==> src/rtl/addr_ctl_pkg.sv <==
// package: constants for the position-code decode and output gating block
// assumes position-code voltages arrive as 8-bit adc codes, 0x00 = 0 V, lsb = 20 mV,
// shelf code on its own scale, lsb = 125 mV; setpoints in 100 mV units
// Notes on behaviour
// - two-wire address is 100 plus select bits
// - unit code ladder 3.00 V down to 0 V
// - rack code eight levels 3.3 V to 0 V
// - units 1-4, racks 1-4 map row-major by four
// - units 1-5, racks 6-8 map row-major by five
// - units 6-7, all racks map by two
// - units 8-10, racks 4-8 map by three
// - slot pin to return is second interlock
// - rs485 address is bay, slot, shelf
// - slot code uses unit ladder
// - shelf code windows at 2.5 V steps
// - broadcast read flags invalid command
// - voltage step of 10 V done within 60 ms
// - firmware command latches software control until reset
// - hardware control follows pin, 18 to 53 V
// - pin above 3 V selects default setpoint
// - pin grounded means software control intended
// - after bias reset follow pin again
// - lowest margin level holds 18 V
// - output on only while on-request low in two-wire mode
// - rs485 mode ignores on-request pin
// - output off unless interlock pin connected
package addr_ctl_pkg;
    localparam int clk_mhz = 250; // controller clock rate
    localparam int step_time_ms = 60; // longest time for a setpoint step
    localparam int step_cycles = step_time_ms * clk_mhz * 1000; // rounds down exactly
    localparam int step_max_dv = 100; // 10 V in 100 mV units
    localparam logic [2:0] addr_prefix = 3'h4; // fixed 100 prefix
    localparam logic [6:0] broadcast_addr = 7'h00; // global broadcast address
    // unit/slot ladder: 0.33 V steps, 3.30 V invalid; thresholds halfway in 20 mV lsb
    localparam logic [7:0] ladder_invalid_thr = 8'h9f; // above ~3.15 V is invalid
    localparam logic [7:0] ladder_step = 8'h10; // ~0.33 V per position
    localparam logic [7:0] ladder_half = 8'h08; // half step for rounding
    // rack thresholds, midpoints between levels (20 mV lsb)
    localparam logic [7:0] rack_thr_1 = 8'h99; // between 3.3 V and 2.8 V
    localparam logic [7:0] rack_thr_2 = 8'h80; // between 2.8 V and 2.3 V
    localparam logic [7:0] rack_thr_3 = 8'h67; // between 2.3 V and 1.8 V
    localparam logic [7:0] rack_thr_4 = 8'h50; // between 1.8 V and 1.4 V
    localparam logic [7:0] rack_thr_5 = 8'h3c; // between 1.4 V and 1.0 V
    localparam logic [7:0] rack_thr_6 = 8'h26; // between 1.0 V and 0.5 V
    localparam logic [7:0] rack_thr_7 = 8'h0d; // between 0.5 V and 0 V
    // shelf windows in 125 mV lsb
    localparam logic [7:0] shelf_min [10] = '{8'h12, 8'h25, 8'h3b, 8'h4c, 8'h5e,
        8'h71, 8'h84, 8'h98, 8'haa, 8'hbe};
    localparam logic [7:0] shelf_max [10] = '{8'h15, 8'h2a, 8'h3c, 8'h54, 8'h69,
        8'h7e, 8'h93, 8'ha8, 8'hbc, 8'hd2};
    // setpoints, 100 mV units
    localparam logic [9:0] vset_min = 10'h0b4; // 18.0 V
    localparam logic [9:0] vset_max = 10'h212; // 53.0 V
    localparam logic [9:0] vset_default = 10'h208; // 52.0 V
    localparam logic [7:0] vprog_3v = 8'h96; // 3.00 V at 20 mV lsb
    localparam logic [7:0] vprog_gnd = 8'h02; // at or below this counts as grounded
    typedef enum logic [1:0] {
        ctl_hw = 2'b00,
        ctl_sw = 2'b01
    } ctl_mode_type;
endpackage

==> src/rtl/pos_code_if.sv <==
// interface: decoded position codes passed from the decoder to the top
// assumes one clock domain
`timescale 1ns/1ns
interface pos_code_if;
    logic [3:0] unit_pos; // 1..10, 0 invalid
    logic [3:0] rack_pos; // 1..8
    logic [3:0] slot_pos; // 1..10, 0 invalid
    logic [3:0] shelf_pos; // 1..10, 0 invalid
    modport src (output unit_pos, rack_pos, slot_pos, shelf_pos);
    modport dst (input unit_pos, rack_pos, slot_pos, shelf_pos);
endinterface

==> src/rtl/addr_output_ctl.sv <==
// top: address forming, broadcast check, output gating and setpoint arbitration
// assumes adc codes from another domain; pins asynchronous; bus engine on clk_i
`timescale 1ns/1ns
module addr_output_ctl
(
    input wire logic clk_i,
    input wire logic nrst_i,
    input wire logic [7:0] unit_adc_i, // unit/bay position-code sample
    input wire logic [7:0] rack_adc_i, // rack position-code sample
    input wire logic [7:0] slot_adc_i, // slot position-code sample
    input wire logic [7:0] shelf_adc_i, // shelf position-code sample
    input wire logic [7:0] vprog_adc_i, // programming pin sample
    input wire logic rs485_mode_i, // protocol pin strap: high is rs485
    input wire logic on_req_n_i, // active-low on request pin
    input wire logic interlock_n_i, // low when interlock pin at return
    input wire logic slot_short_i, // slot pin shorted to return
    input wire logic slot_res_ok_i, // slot resistance sensed to return
    input wire logic bus_req_i, // bus engine: addressed transfer start pulse
    input wire logic [6:0] bus_addr_i, // bus engine: 7-bit address
    input wire logic bus_read_i, // bus engine: read bit
    input wire logic vcmd_valid_i, // firmware setpoint command pulse
    input wire logic [9:0] vcmd_i, // firmware setpoint, 100 mV units
    output logic [6:0] i2c_addr_o, // two-wire slave address
    output logic [3:0] address_select_bits_o, // select bits, msb first
    output logic addr_valid_o, // a mapping covers the position
    output logic [3:0] bay_position_code_o, // rs485 bay
    output logic [3:0] slot_position_code_o, // rs485 slot
    output logic [3:0] shelf_position_code_o, // rs485 shelf
    output logic bus_match_o, // transfer is for this device
    output logic invalid_cmd_o, // broadcast read pulse
    output logic output_en_o, // main output on
    output logic sw_control_o, // software owns setpoint
    output logic sw_intent_o, // pin grounded
    output logic [9:0] vset_o, // applied setpoint target
    output logic step_late_o // step exceeded its time budget
);
    // two-stage synchronisers for samples and pins
    logic [7:0] unit_adc_m, unit_adc_q, rack_adc_m, rack_adc_q;
    logic [7:0] slot_adc_m, slot_adc_q, shelf_adc_m, shelf_adc_q;
    logic [7:0] vprog_m, vprog_q;
    logic [4:0] pins_m, pins_q; // mode, on_n, ilk_n, slot short, slot res

    // decoded position codes, fed from the synchronised samples
    pos_code_if codes();

    pos_decode u_dec
    (
        .clk_i(clk_i),
        .nrst_i(nrst_i),
        .unit_adc_i(unit_adc_q),
        .rack_adc_i(rack_adc_q),
        .slot_adc_i(slot_adc_q),
        .shelf_adc_i(shelf_adc_q),
        .codes(codes.src)
    );

    always_ff @(posedge clk_i)
    begin
        if (!nrst_i)
        begin
            unit_adc_m <= 8'h00;
            unit_adc_q <= 8'h00;
            rack_adc_m <= 8'h00;
            rack_adc_q <= 8'h00;
            slot_adc_m <= 8'h00;
            slot_adc_q <= 8'h00;
            shelf_adc_m <= 8'h00;
            shelf_adc_q <= 8'h00;
            vprog_m <= 8'hff;
            vprog_q <= 8'hff;
            pins_m <= 5'h0c; // pins read as released during reset
            pins_q <= 5'h0c;
        end
        else
        begin
            unit_adc_m <= unit_adc_i;
            unit_adc_q <= unit_adc_m;
            rack_adc_m <= rack_adc_i;
            rack_adc_q <= rack_adc_m;
            slot_adc_m <= slot_adc_i;
            slot_adc_q <= slot_adc_m;
            shelf_adc_m <= shelf_adc_i;
            shelf_adc_q <= shelf_adc_m;
            vprog_m <= vprog_adc_i;
            vprog_q <= vprog_m;
            pins_m <= {rs485_mode_i, on_req_n_i, interlock_n_i, slot_short_i, slot_res_ok_i};
            pins_q <= pins_m;
        end
    end

    logic mode_rs485, on_n, ilk_n, slot_short, slot_res;
    assign {mode_rs485, on_n, ilk_n, slot_short, slot_res} = pins_q;

    // select bits from unit and rack; zero-based indices
    logic [3:0] sel_next;
    logic sel_ok_next;
    logic [3:0] u0, r0;
    always_comb
    begin
        u0 = codes.unit_pos - 4'h1;
        r0 = codes.rack_pos - 4'h1;
        sel_next = 4'h0;
        sel_ok_next = 1'b0;
        if (codes.unit_pos == 4'h0)
            sel_ok_next = 1'b0; // invalid ladder level
        else if (codes.unit_pos <= 4'h4 && codes.rack_pos <= 4'h4)
        begin
            sel_next = 4'((r0 << 2) + u0);
            sel_ok_next = 1'b1;
        end
        else if (codes.unit_pos <= 4'h5 && codes.rack_pos >= 4'h6)
        begin
            sel_next = 4'((codes.rack_pos - 4'h6) * 4'h5 + u0);
            sel_ok_next = 1'b1;
        end
        else if (codes.unit_pos == 4'h6 || codes.unit_pos == 4'h7)
        begin
            sel_next = 4'((r0 << 1) + (codes.unit_pos - 4'h6));
            sel_ok_next = 1'b1;
        end
        else if (codes.unit_pos >= 4'h8 && codes.rack_pos >= 4'h4)
        begin
            sel_next = 4'((codes.rack_pos - 4'h4) * 4'h3 + (codes.unit_pos - 4'h8));
            sel_ok_next = 1'b1;
        end
        else
            sel_ok_next = 1'b0;
    end

    // address state: recomputed every cycle from the decoded codes
    logic [3:0] sel_reg;
    logic sel_ok_reg;
    always_ff @(posedge clk_i)
    begin
        if (!nrst_i)
        begin
            sel_reg <= 4'h0;
            sel_ok_reg <= 1'b0;
        end
        else
        begin
            sel_reg <= sel_next;
            sel_ok_reg <= sel_ok_next;
        end
    end

    assign address_select_bits_o = sel_reg;
    assign addr_valid_o = sel_ok_reg;
    assign i2c_addr_o = {addr_ctl_pkg::addr_prefix, sel_reg};
    assign bay_position_code_o = codes.unit_pos;
    assign slot_position_code_o = codes.slot_pos;
    assign shelf_position_code_o = codes.shelf_pos;

    // bus match and broadcast-read check
    logic match_reg, match_next, inv_reg, inv_next;
    logic is_bcast;
    always_comb
    begin
        is_bcast = (bus_addr_i == addr_ctl_pkg::broadcast_addr);
        match_next = bus_req_i && ((sel_ok_reg && bus_addr_i == i2c_addr_o) || is_bcast);
        inv_next = bus_req_i && is_bcast && bus_read_i;
    end

    always_ff @(posedge clk_i)
    begin
        if (!nrst_i)
        begin
            match_reg <= 1'b0;
            inv_reg <= 1'b0;
        end
        else
        begin
            match_reg <= match_next;
            inv_reg <= inv_next;
        end
    end

    assign bus_match_o = match_reg;
    assign invalid_cmd_o = inv_reg;

    // output gating
    logic out_reg, out_next;
    always_comb
    begin
        if (mode_rs485)
            out_next = slot_res && !ilk_n;
        else
            out_next = !on_n && !ilk_n && slot_short;
    end

    always_ff @(posedge clk_i)
    begin
        if (!nrst_i)
            out_reg <= 1'b0;
        else
            out_reg <= out_next;
    end

    assign output_en_o = out_reg;

    // setpoint arbitration between pin and firmware
    addr_ctl_pkg::ctl_mode_type mode_reg, mode_next;
    logic [9:0] vset_reg, vset_next, hw_vset;
    logic [31:0] step_cnt_reg, step_cnt_next;
    logic late_reg, late_next;
    logic [9:0] dv;
    always_comb
    begin
        // pin map: 0..3 V spans 18..53 V
        if (vprog_q > addr_ctl_pkg::vprog_3v)
            hw_vset = addr_ctl_pkg::vset_default;
        else
            // product needs 16 bits; computed wide so the top of the span does not wrap
            hw_vset = 10'(18'(addr_ctl_pkg::vset_min)
                + (18'(vprog_q) * 18'(addr_ctl_pkg::vset_max - addr_ctl_pkg::vset_min))
                / 18'(addr_ctl_pkg::vprog_3v));
        mode_next = mode_reg;
        vset_next = vset_reg;
        step_cnt_next = (step_cnt_reg != 32'h0) ? step_cnt_reg - 32'h1 : 32'h0;
        late_next = late_reg;
        dv = (vcmd_i > vset_reg) ? vcmd_i - vset_reg : vset_reg - vcmd_i;
        case (mode_reg)
            addr_ctl_pkg::ctl_hw:
            begin
                vset_next = hw_vset;
                if (vcmd_valid_i)
                begin
                    mode_next = addr_ctl_pkg::ctl_sw;
                    vset_next = vcmd_i;
                end
            end
            addr_ctl_pkg::ctl_sw:
            begin
                if (vcmd_valid_i)
                    vset_next = vcmd_i;
            end
            default:
                mode_next = addr_ctl_pkg::ctl_hw;
        endcase
        if (vcmd_valid_i && dv <= 10'(addr_ctl_pkg::step_max_dv))
        begin
            step_cnt_next = 32'(addr_ctl_pkg::step_cycles);
            late_next = 1'b0;
        end
        else if (step_cnt_reg == 32'h1)
            late_next = 1'b1;
    end

    always_ff @(posedge clk_i)
    begin
        if (!nrst_i)
        begin
            mode_reg <= addr_ctl_pkg::ctl_hw;
            vset_reg <= addr_ctl_pkg::vset_default;
            step_cnt_reg <= 32'h0;
            late_reg <= 1'b0;
        end
        else
        begin
            mode_reg <= mode_next;
            vset_reg <= vset_next;
            step_cnt_reg <= step_cnt_next;
            late_reg <= late_next;
        end
    end

    assign sw_control_o = (mode_reg == addr_ctl_pkg::ctl_sw);
    assign sw_intent_o = (vprog_q <= addr_ctl_pkg::vprog_gnd);
    assign vset_o = vset_reg;
    assign step_late_o = late_reg;
endmodule

==> src/rtl/pos_decode.sv <==
// position-code quantiser: turns sampled adc codes into position numbers
// assumes adc codes are already synchronised to clk_i
`timescale 1ns/1ns
module pos_decode
(
    input wire logic clk_i,
    input wire logic nrst_i,
    input wire logic [7:0] unit_adc_i,
    input wire logic [7:0] rack_adc_i,
    input wire logic [7:0] slot_adc_i,
    input wire logic [7:0] shelf_adc_i,
    pos_code_if.src codes
);
    logic [3:0] unit_reg, unit_next;
    logic [3:0] rack_reg, rack_next;
    logic [3:0] slot_reg, slot_next;
    logic [3:0] shelf_reg, shelf_next;

    // ladder decode: nearest 0.33 V step, top reads invalid
    function automatic logic [3:0] ladder(input logic [7:0] v);
        logic [7:0] steps;
        steps = 8'(({1'b0, v} + 9'(addr_ctl_pkg::ladder_half)) / 9'(addr_ctl_pkg::ladder_step));
        if (v > addr_ctl_pkg::ladder_invalid_thr)
            ladder = 4'h0;
        else if (steps > 8'h09)
            ladder = 4'h1;
        else
            ladder = 4'(8'h0a - steps);
    endfunction

    // rack decode: eight levels, 3.3 V is rack 1, 0 V rack 8
    function automatic logic [3:0] rack_dec(input logic [7:0] v);
        // thresholds sit halfway between levels so nominal codes never land on an edge
        if (v >= addr_ctl_pkg::rack_thr_1) rack_dec = 4'h1;        // 3.3
        else if (v >= addr_ctl_pkg::rack_thr_2) rack_dec = 4'h2;   // 2.8
        else if (v >= addr_ctl_pkg::rack_thr_3) rack_dec = 4'h3;   // 2.3
        else if (v >= addr_ctl_pkg::rack_thr_4) rack_dec = 4'h4;   // 1.8
        else if (v >= addr_ctl_pkg::rack_thr_5) rack_dec = 4'h5;   // 1.4
        else if (v >= addr_ctl_pkg::rack_thr_6) rack_dec = 4'h6;   // 1.0
        else if (v >= addr_ctl_pkg::rack_thr_7) rack_dec = 4'h7;   // 0.5
        else rack_dec = 4'h8;                   // 0
    endfunction

    // shelf decode: first window that holds the level, else invalid
    function automatic logic [3:0] shelf_dec(input logic [7:0] v);
        shelf_dec = 4'h0;
        for (int i = 9; i >= 0; i--)
            if (v >= addr_ctl_pkg::shelf_min[i] && v <= addr_ctl_pkg::shelf_max[i])
                shelf_dec = 4'(i + 1);
    endfunction

    // next codes from the current samples
    always_comb
    begin
        unit_next = ladder(unit_adc_i);
        rack_next = rack_dec(rack_adc_i);
        slot_next = ladder(slot_adc_i);
        shelf_next = shelf_dec(shelf_adc_i);
    end

    // register the decoded codes
    always_ff @(posedge clk_i)
    begin
        if (!nrst_i)
        begin
            unit_reg <= 4'h0;
            rack_reg <= 4'h1;
            slot_reg <= 4'h0;
            shelf_reg <= 4'h0;
        end
        else
        begin
            unit_reg <= unit_next;
            rack_reg <= rack_next;
            slot_reg <= slot_next;
            shelf_reg <= shelf_next;
        end
    end

    assign codes.unit_pos = unit_reg;
    assign codes.rack_pos = rack_reg;
    assign codes.slot_pos = slot_reg;
    assign codes.shelf_pos = shelf_reg;
endmodule
==> config.mk <==
export PLATFORM = sky130hd
export DESIGN_NAME = addr_output_ctl
export DESIGN_NICKNAME = d
export VERILOG_FILES = /design/src/rtl/addr_ctl_pkg.sv /design/src/rtl/pos_code_if.sv /design/src/rtl/addr_output_ctl.sv /design/src/rtl/pos_decode.sv
export SDC_FILE = /design/constraint.sdc
export NUM_CORES = 1
export LEC_CHECK = 0
export BUFFER_PORTS_ARGS = -buffer_cell sky130_fd_sc_hd__buf_2
export CAP_MARGIN = 40
export CELL_PAD_IN_SITES_DETAIL_PLACEMENT = 1
export CELL_PAD_IN_SITES_GLOBAL_PLACEMENT = 1
export CORE_MARGIN = 3
export CORE_UTILIZATION = 46
export DETAILED_ROUTE_END_ITERATION = 10
export HOLD_SLACK_MARGIN = 0.05
export PLACE_DENSITY = 0.92
export SYNTH_ARGS = -nofsm -noshare
export SYNTH_HDL_FRONTEND = slang
export SYNTH_SLANG_ARGS = --single-unit
==> constraint.sdc <==
create_clock -name clk_i -period 12.7 [get_ports clk_i]
set_clock_uncertainty 0.2 [all_clocks]
set_input_delay 0.635 -clock clk_i [delete_from_list [all_inputs] [get_ports clk_i]]
set_output_delay 0.635 -clock clk_i [all_outputs]
set_load 0.01 [all_outputs]
Yosys cells after proc, flatten, opt, wreduce, memory -nomap -nowiden

Index checks and enable logic that the tools add are counted.

Register bits after elaboration: 159
Bits of input ports: 67
Output and inout port bits: 40

Add/subtract/negate cells: 18
Multiply operators: 3
Div/mod/pow operators: 1
$lt $le $gt $ge: 41
Equal/unequal tests: 7
Mux-type cells: 36
Bitwise operators: 3
Reduce and logical (&&, ||, !) cells: 45

Operators with widths:

| kind                                                                   | count |
|---|---|
| 8-bit >= comparator (second input constant)                            | 6 |
| 24-bit two-way mux                                                     | 2 |
| 8-bit by 7-bit >= comparator with 1-bit output (second input constant) | 5 |
| 10-bit two-way mux                                                     | 4 |
| 32-bit by 1-bit == test with 1-bit output (second input constant)      | 1 |
| 8-bit by 6-bit >= comparator with 1-bit output (second input constant) | 4 |
| 8-bit <= comparator (second input constant)                            | 4 |
| 4-bit two-way mux                                                      | 8 |
| 32-bit nonzero test                                                    | 1 |
| 32-bit by 1-bit subtractor with 32-bit output (second input constant)  | 1 |
| 8-bit greater-than comparator (second input constant)                  | 3 |
| 8-bit by 7-bit <= comparator with 1-bit output (second input constant) | 3 |
| 1-bit logical AND                                                      | 21 |
| 3-bit two-way mux                                                      | 7 |
| 10-bit case mux with 2 select lines                                    | 1 |
| 10-bit subtractor                                                      | 2 |
| 8-bit by 4-bit adder with 9-bit output (second input constant)         | 2 |
| 17-bit by 8-bit divider with 18-bit output (second input constant)     | 1 |
| 4-bit adder                                                            | 4 |
| 8-bit by 6-bit <= comparator with 1-bit output (second input constant) | 2 |
| 8-bit by 8-bit multiplier with 16-bit output (second input constant)   | 1 |
| 4-bit by 3-bit <= comparator with 1-bit output (second input constant) | 3 |
| 2-bit OR reduction                                                     | 6 |
| 4-bit by 3-bit subtractor with 4-bit output (second input constant)    | 3 |
| 35 further kinds                                                       | 59 |

Logic depth before layout (Yosys ltp)

Depth in word-level cells: 12
Depth in mapped cells: 50

Hierarchy

Synthesis repeated with hierarchy kept, for this count alone.

Cell total of the unflattened synthesis: 1564
Area total of the unflattened synthesis: 12928.6 µm²

By module, submodules not included:

| module          | times used | cells an instance | area an instance (µm²) | seq. area each (µm²) |
|---|---|---|---|---|
| addr_output_ctl | 1          | 1411              | 11696.2                | 2842.7 |
| pos_decode      | 1          | 153               | 1232.4                 | 320.3 |

Worst setup path before layout

No wires, ideal clock.

Path type: register to register
Start point: reg vprog_q[5]
End point: reg vset_reg[8], in the netlist vset_o[8]
Library setup time: 0.128 ns
Arrival time: 10.066 ns
Data required time: 12.372 ns
Path slack: 2.306 ns
Stages on the path, launching flop included: 44
Path buffers: 2
Clock period less this slack: 10.394 ns
Cell sequence: dfxtp_1 -> inv_1 -> ha_1 -> inv_1 -> fa_1 -> inv_1 -> fa_1 -> inv_1 -> fa_1 -> inv_1 -> ha_1 -> buf_4 -> and3_1 -> a221oi_4 -> xor2_2 -> o22ai_2 -> a21oi_2 -> a21oi_1 -> [... 8 more ...] -> o41a_1 -> a21oi_2 -> mux2_4 -> xnor2_2 -> a21boi_2 -> nor3_1 -> o21ai_1 -> a311oi_2 -> inv_1 -> nor2_4 -> inv_2 -> buf_6 -> ha_1 -> nor3_1 -> o21ai_0 -> xor2_1 -> a221oi_1 -> nor2_1

Cells in the longest elaborated chain, start to end: 6
Elaborated cells between the ends (all ways): 7
Classes of those cells: add/sub (1); mul (1); div (1); order compare (1); mux (3)

RTL lines:

| element                                      | line                   | text |
|---|---|---|
| start, declared                              | addr_output_ctl.sv:40  | `logic [7:0] vprog_m, vprog_q;` |
| start signal, assigned                       | addr_output_ctl.sv:85  | `vprog_q <= vprog_m;` |
| 8-bit by 8-bit multiplier with 16-bit output | addr_output_ctl.sv:215 | `+ (18'(vprog_q) * 18'(addr_ctl_pkg::vset_max - addr_ctl_pkg::vset_min))` |
| 17-bit by 8-bit divider with 18-bit output   | addr_output_ctl.sv:216 | `/ 18'(addr_ctl_pkg::vprog_3v));` |
| 8-bit by 10-bit adder with 10-bit output     | addr_output_ctl.sv:215 |  |
| 10-bit two-way mux *                         | addr_output_ctl.sv:210 | `if (vprog_q > addr_ctl_pkg::vprog_3v)` |
| 10-bit two-way mux *                         | addr_output_ctl.sv:226 | `if (vcmd_valid_i)` |
| 10-bit case mux with 2 select lines *        | addr_output_ctl.sv:222 | `case (mode_reg)` |
| end signal, assigned                         | addr_output_ctl.sv:254 | `vset_reg <= addr_ctl_pkg::vset_default;` |
| end signal, assigned                         | addr_output_ctl.sv:261 | `vset_reg <= vset_next;` |
| end, declared                                | addr_output_ctl.sv:203 | `logic [9:0] vset_reg, vset_next, hw_vset;` |

Every way passes the cells marked *; elsewhere a longest branch is shown, timed or not.
A chain may end at the register's enable or synchronous reset.

Final worst setup path

Start point: reg vprog_q[1]
End point: reg vset_reg[8], in the netlist vset_o[8]

The elaborated chain is that of the path after synthesis.

==> metrics <==
status=complete, no violations; drt pass-1 iters=5; TritonCTS clock tree=done; cts bufs inserted=17; Setup crit start=vprog_q[1]; mean post-synth cell area=8.19 µm²; core area=26100 µm²; ANT cells=0; Vias=11.4k; Yosys cell types=106; # IOs=107; WP data arrival=12090 ps; Setup WS post-layout=706 ps; antenna viol nets, final=0; Seq/Total Area, Yosys=23.9%; initial core utilization=46.8%; clk_lat worst skew=430 ps; Nets=1775; H-tree lvl count=4; final setup fails=0; Tcrit/Tclk final=94.4%; Mapped Area=12200 µm²; Worst Hold Depth=2; Die W=169 µm; most frequent CP cell=inv_1; worst rel slew slack=41.0%; worst reg2reg path depth=41; Layout area overhead=11.4%; critical path class=reg -> reg; Synth Flop Type=dfxtp_1; clock root buffer=clkbuf_16; routed length per instance=19.6 µm; post-cts hold buffer count=0; fin util=52.2%; layout cells sized above 1=14.3%; Post-DP HPWL=27200 µm; DR DRC count=0; Max Clock Freq=83.4 MHz; Synth area leaders=dfxtp_1, ha_1, xnor2_1; CTS max path bufs=2; Total Wirelength=37700 µm; commonest cells in the netlist=dfxtp_1, nor2_1, nand2_1, inv_1, ha_1; first-pass GRT wire length=61100 µm; Crit. End Element=flip-flop; fraction of registers with async set/reset=0%; EDFF count, synth=0; aggregate global-route resource usage=25.8%; Critical R2R Capture=vset_o[8]; height of the die=169 µm; max reg flops=32; Synth Register Bits=146; most frequent cell after synthesis=dfxtp_1; Hold Path End=vprog_m[5]; port buffer count=97; final RePlAce weighted congestion=0.873; Tmin final=11990 ps; GRT overflow=0; Critical Path Start Type=flip-flop; row cnt=59; Synth Instances=1494; synthesis warning total=0; # Max-Cap Violations=0; Setup TNS=0 ps; final hold vios=0; antenna violations before repair=0; worst stage delay on the critical path=610 ps; DIE AREA=28600 µm²; vias in the first global route=12.0k; Clock Sinks=146; Worst R2R Setup Slack=710 ps; largest area contributor in the netlist=dfxtp_1; hold path start=vprog_adc_i[5]; post-DR vias/cell=5.94; CP required=12800 ps; largest net degree at the start of global routing=92; top-area cell type share of the netlist area=23.9%; Worst-Margin Slew=877 ps; Critical Path Fanout Max=14; initial drt markers=642; Final Max Slew Viols=0; Clock transition at path regs=70 ps; slowest CP cell=dfxtp_1; HP Class=in -> reg; dpl ws=270 ps; Reg2Reg Launch Point=vprog_q[1]
routing by layer:
metal | global-route usage [%] | wire length, µm | part of all wire (%)
met1 | 29.5 | 15300 | 41
met2 | 48.4 | 19900 | 53
met3 | 3.48 | 1190 | 3.2
met4 | 10.4 | 1320 | 3.5
met5 | 0 | 0 | 0
final cells by class:
cell class	count	area (µm²)
clock buffer	18	439
inverter	111	417
clock inverter	14	128
tap	335	419
multi-input combinational	1177	8630
sequential	146	2920
fill	3189	12500
timing repair buffer	123	673
stage by stage:
| step | instances | hold WS (ps) | instance area (µm²) |
|---|---|---|---|
| floorplan | 1495 | 173 | 12200 |
| global placement | 1882 | 176 | 13000 |
| detailed placement | 1886 | 203 | 13000 |
| CTS | 1918 | 184 | 13500 |
| global route | 1924 | 186 | 13600 |
| finish | 1924 | 195 | 13600 |
repair_timing:
item | 4_1_cts | 5_1_grt
buffers inserted | 0 | 6
resized for setup | 0 | 5
setup endpoints to repair | 0 | 9
worst max-delay path by stage:
| stage | slack [ps] | cells after the start | to |
|---|---|---|---|
| 2_1_floorplan | 2310 | 43 | vset_o[8] |
| 3_3_place_gp | 720 | 39 | vset_o[8] |
| 3_5_place_dp | 270 | 39 | vset_o[8] |
| 4_1_cts | 210 | 39 | vset_o[8] |
| 5_1_grt | -20 | 40 | vset_o[8] |
| 6_report | 710 | 41 | vset_o[8] |
cell usage in the layout, fill, tap and decap left out, types with 24 or more instances in the layout:
cell and instances:
and2_1 70, nor3_1 39, o21ai_0 51, dfxtp_1 146
inv_1 109, a21oi_1 83, mux2i_1 27, ha_1 108
xnor2_1 75, nand2_1 117, nor2_1 128, fa_1 24
nand3_1 39, xor2_1 24, buf_2 100, nand2b_1 42
worst max-delay path, delay by kind of cell (launching register included):
kind                     cells  cell delay [ps]
multiplexers                 2              840
adder cells (fa/ha/maj)      6             2560
flip-flops                   1              610
XOR/XNOR                     1              140
buffers and inverters        5              460
AND/OR/NAND/NOR              8             2330
AO/OA/AOI/OAI               19             4720
cells by family (layout without fill, tap and decap cells):
kind of cell | Yosys count | in the layout | share of synthesized area (%)
compound gates | 361 | 361 | 21.6
xor+xnor | 106 | 106 | 7.90
fa+ha+maj | 136 | 136 | 15.3
buf+inv | 172 | 266 | 5.88
flops | 146 | 146 | 23.9
mux | 39 | 39 | 3.50
other cells | 2 | 3 | 0.0614
simple gates | 532 | 532 | 21.9
Power is left out: the tool's default activity adds up to more than one toggle a clock period on the data nets, which glitch-free logic cannot reach.
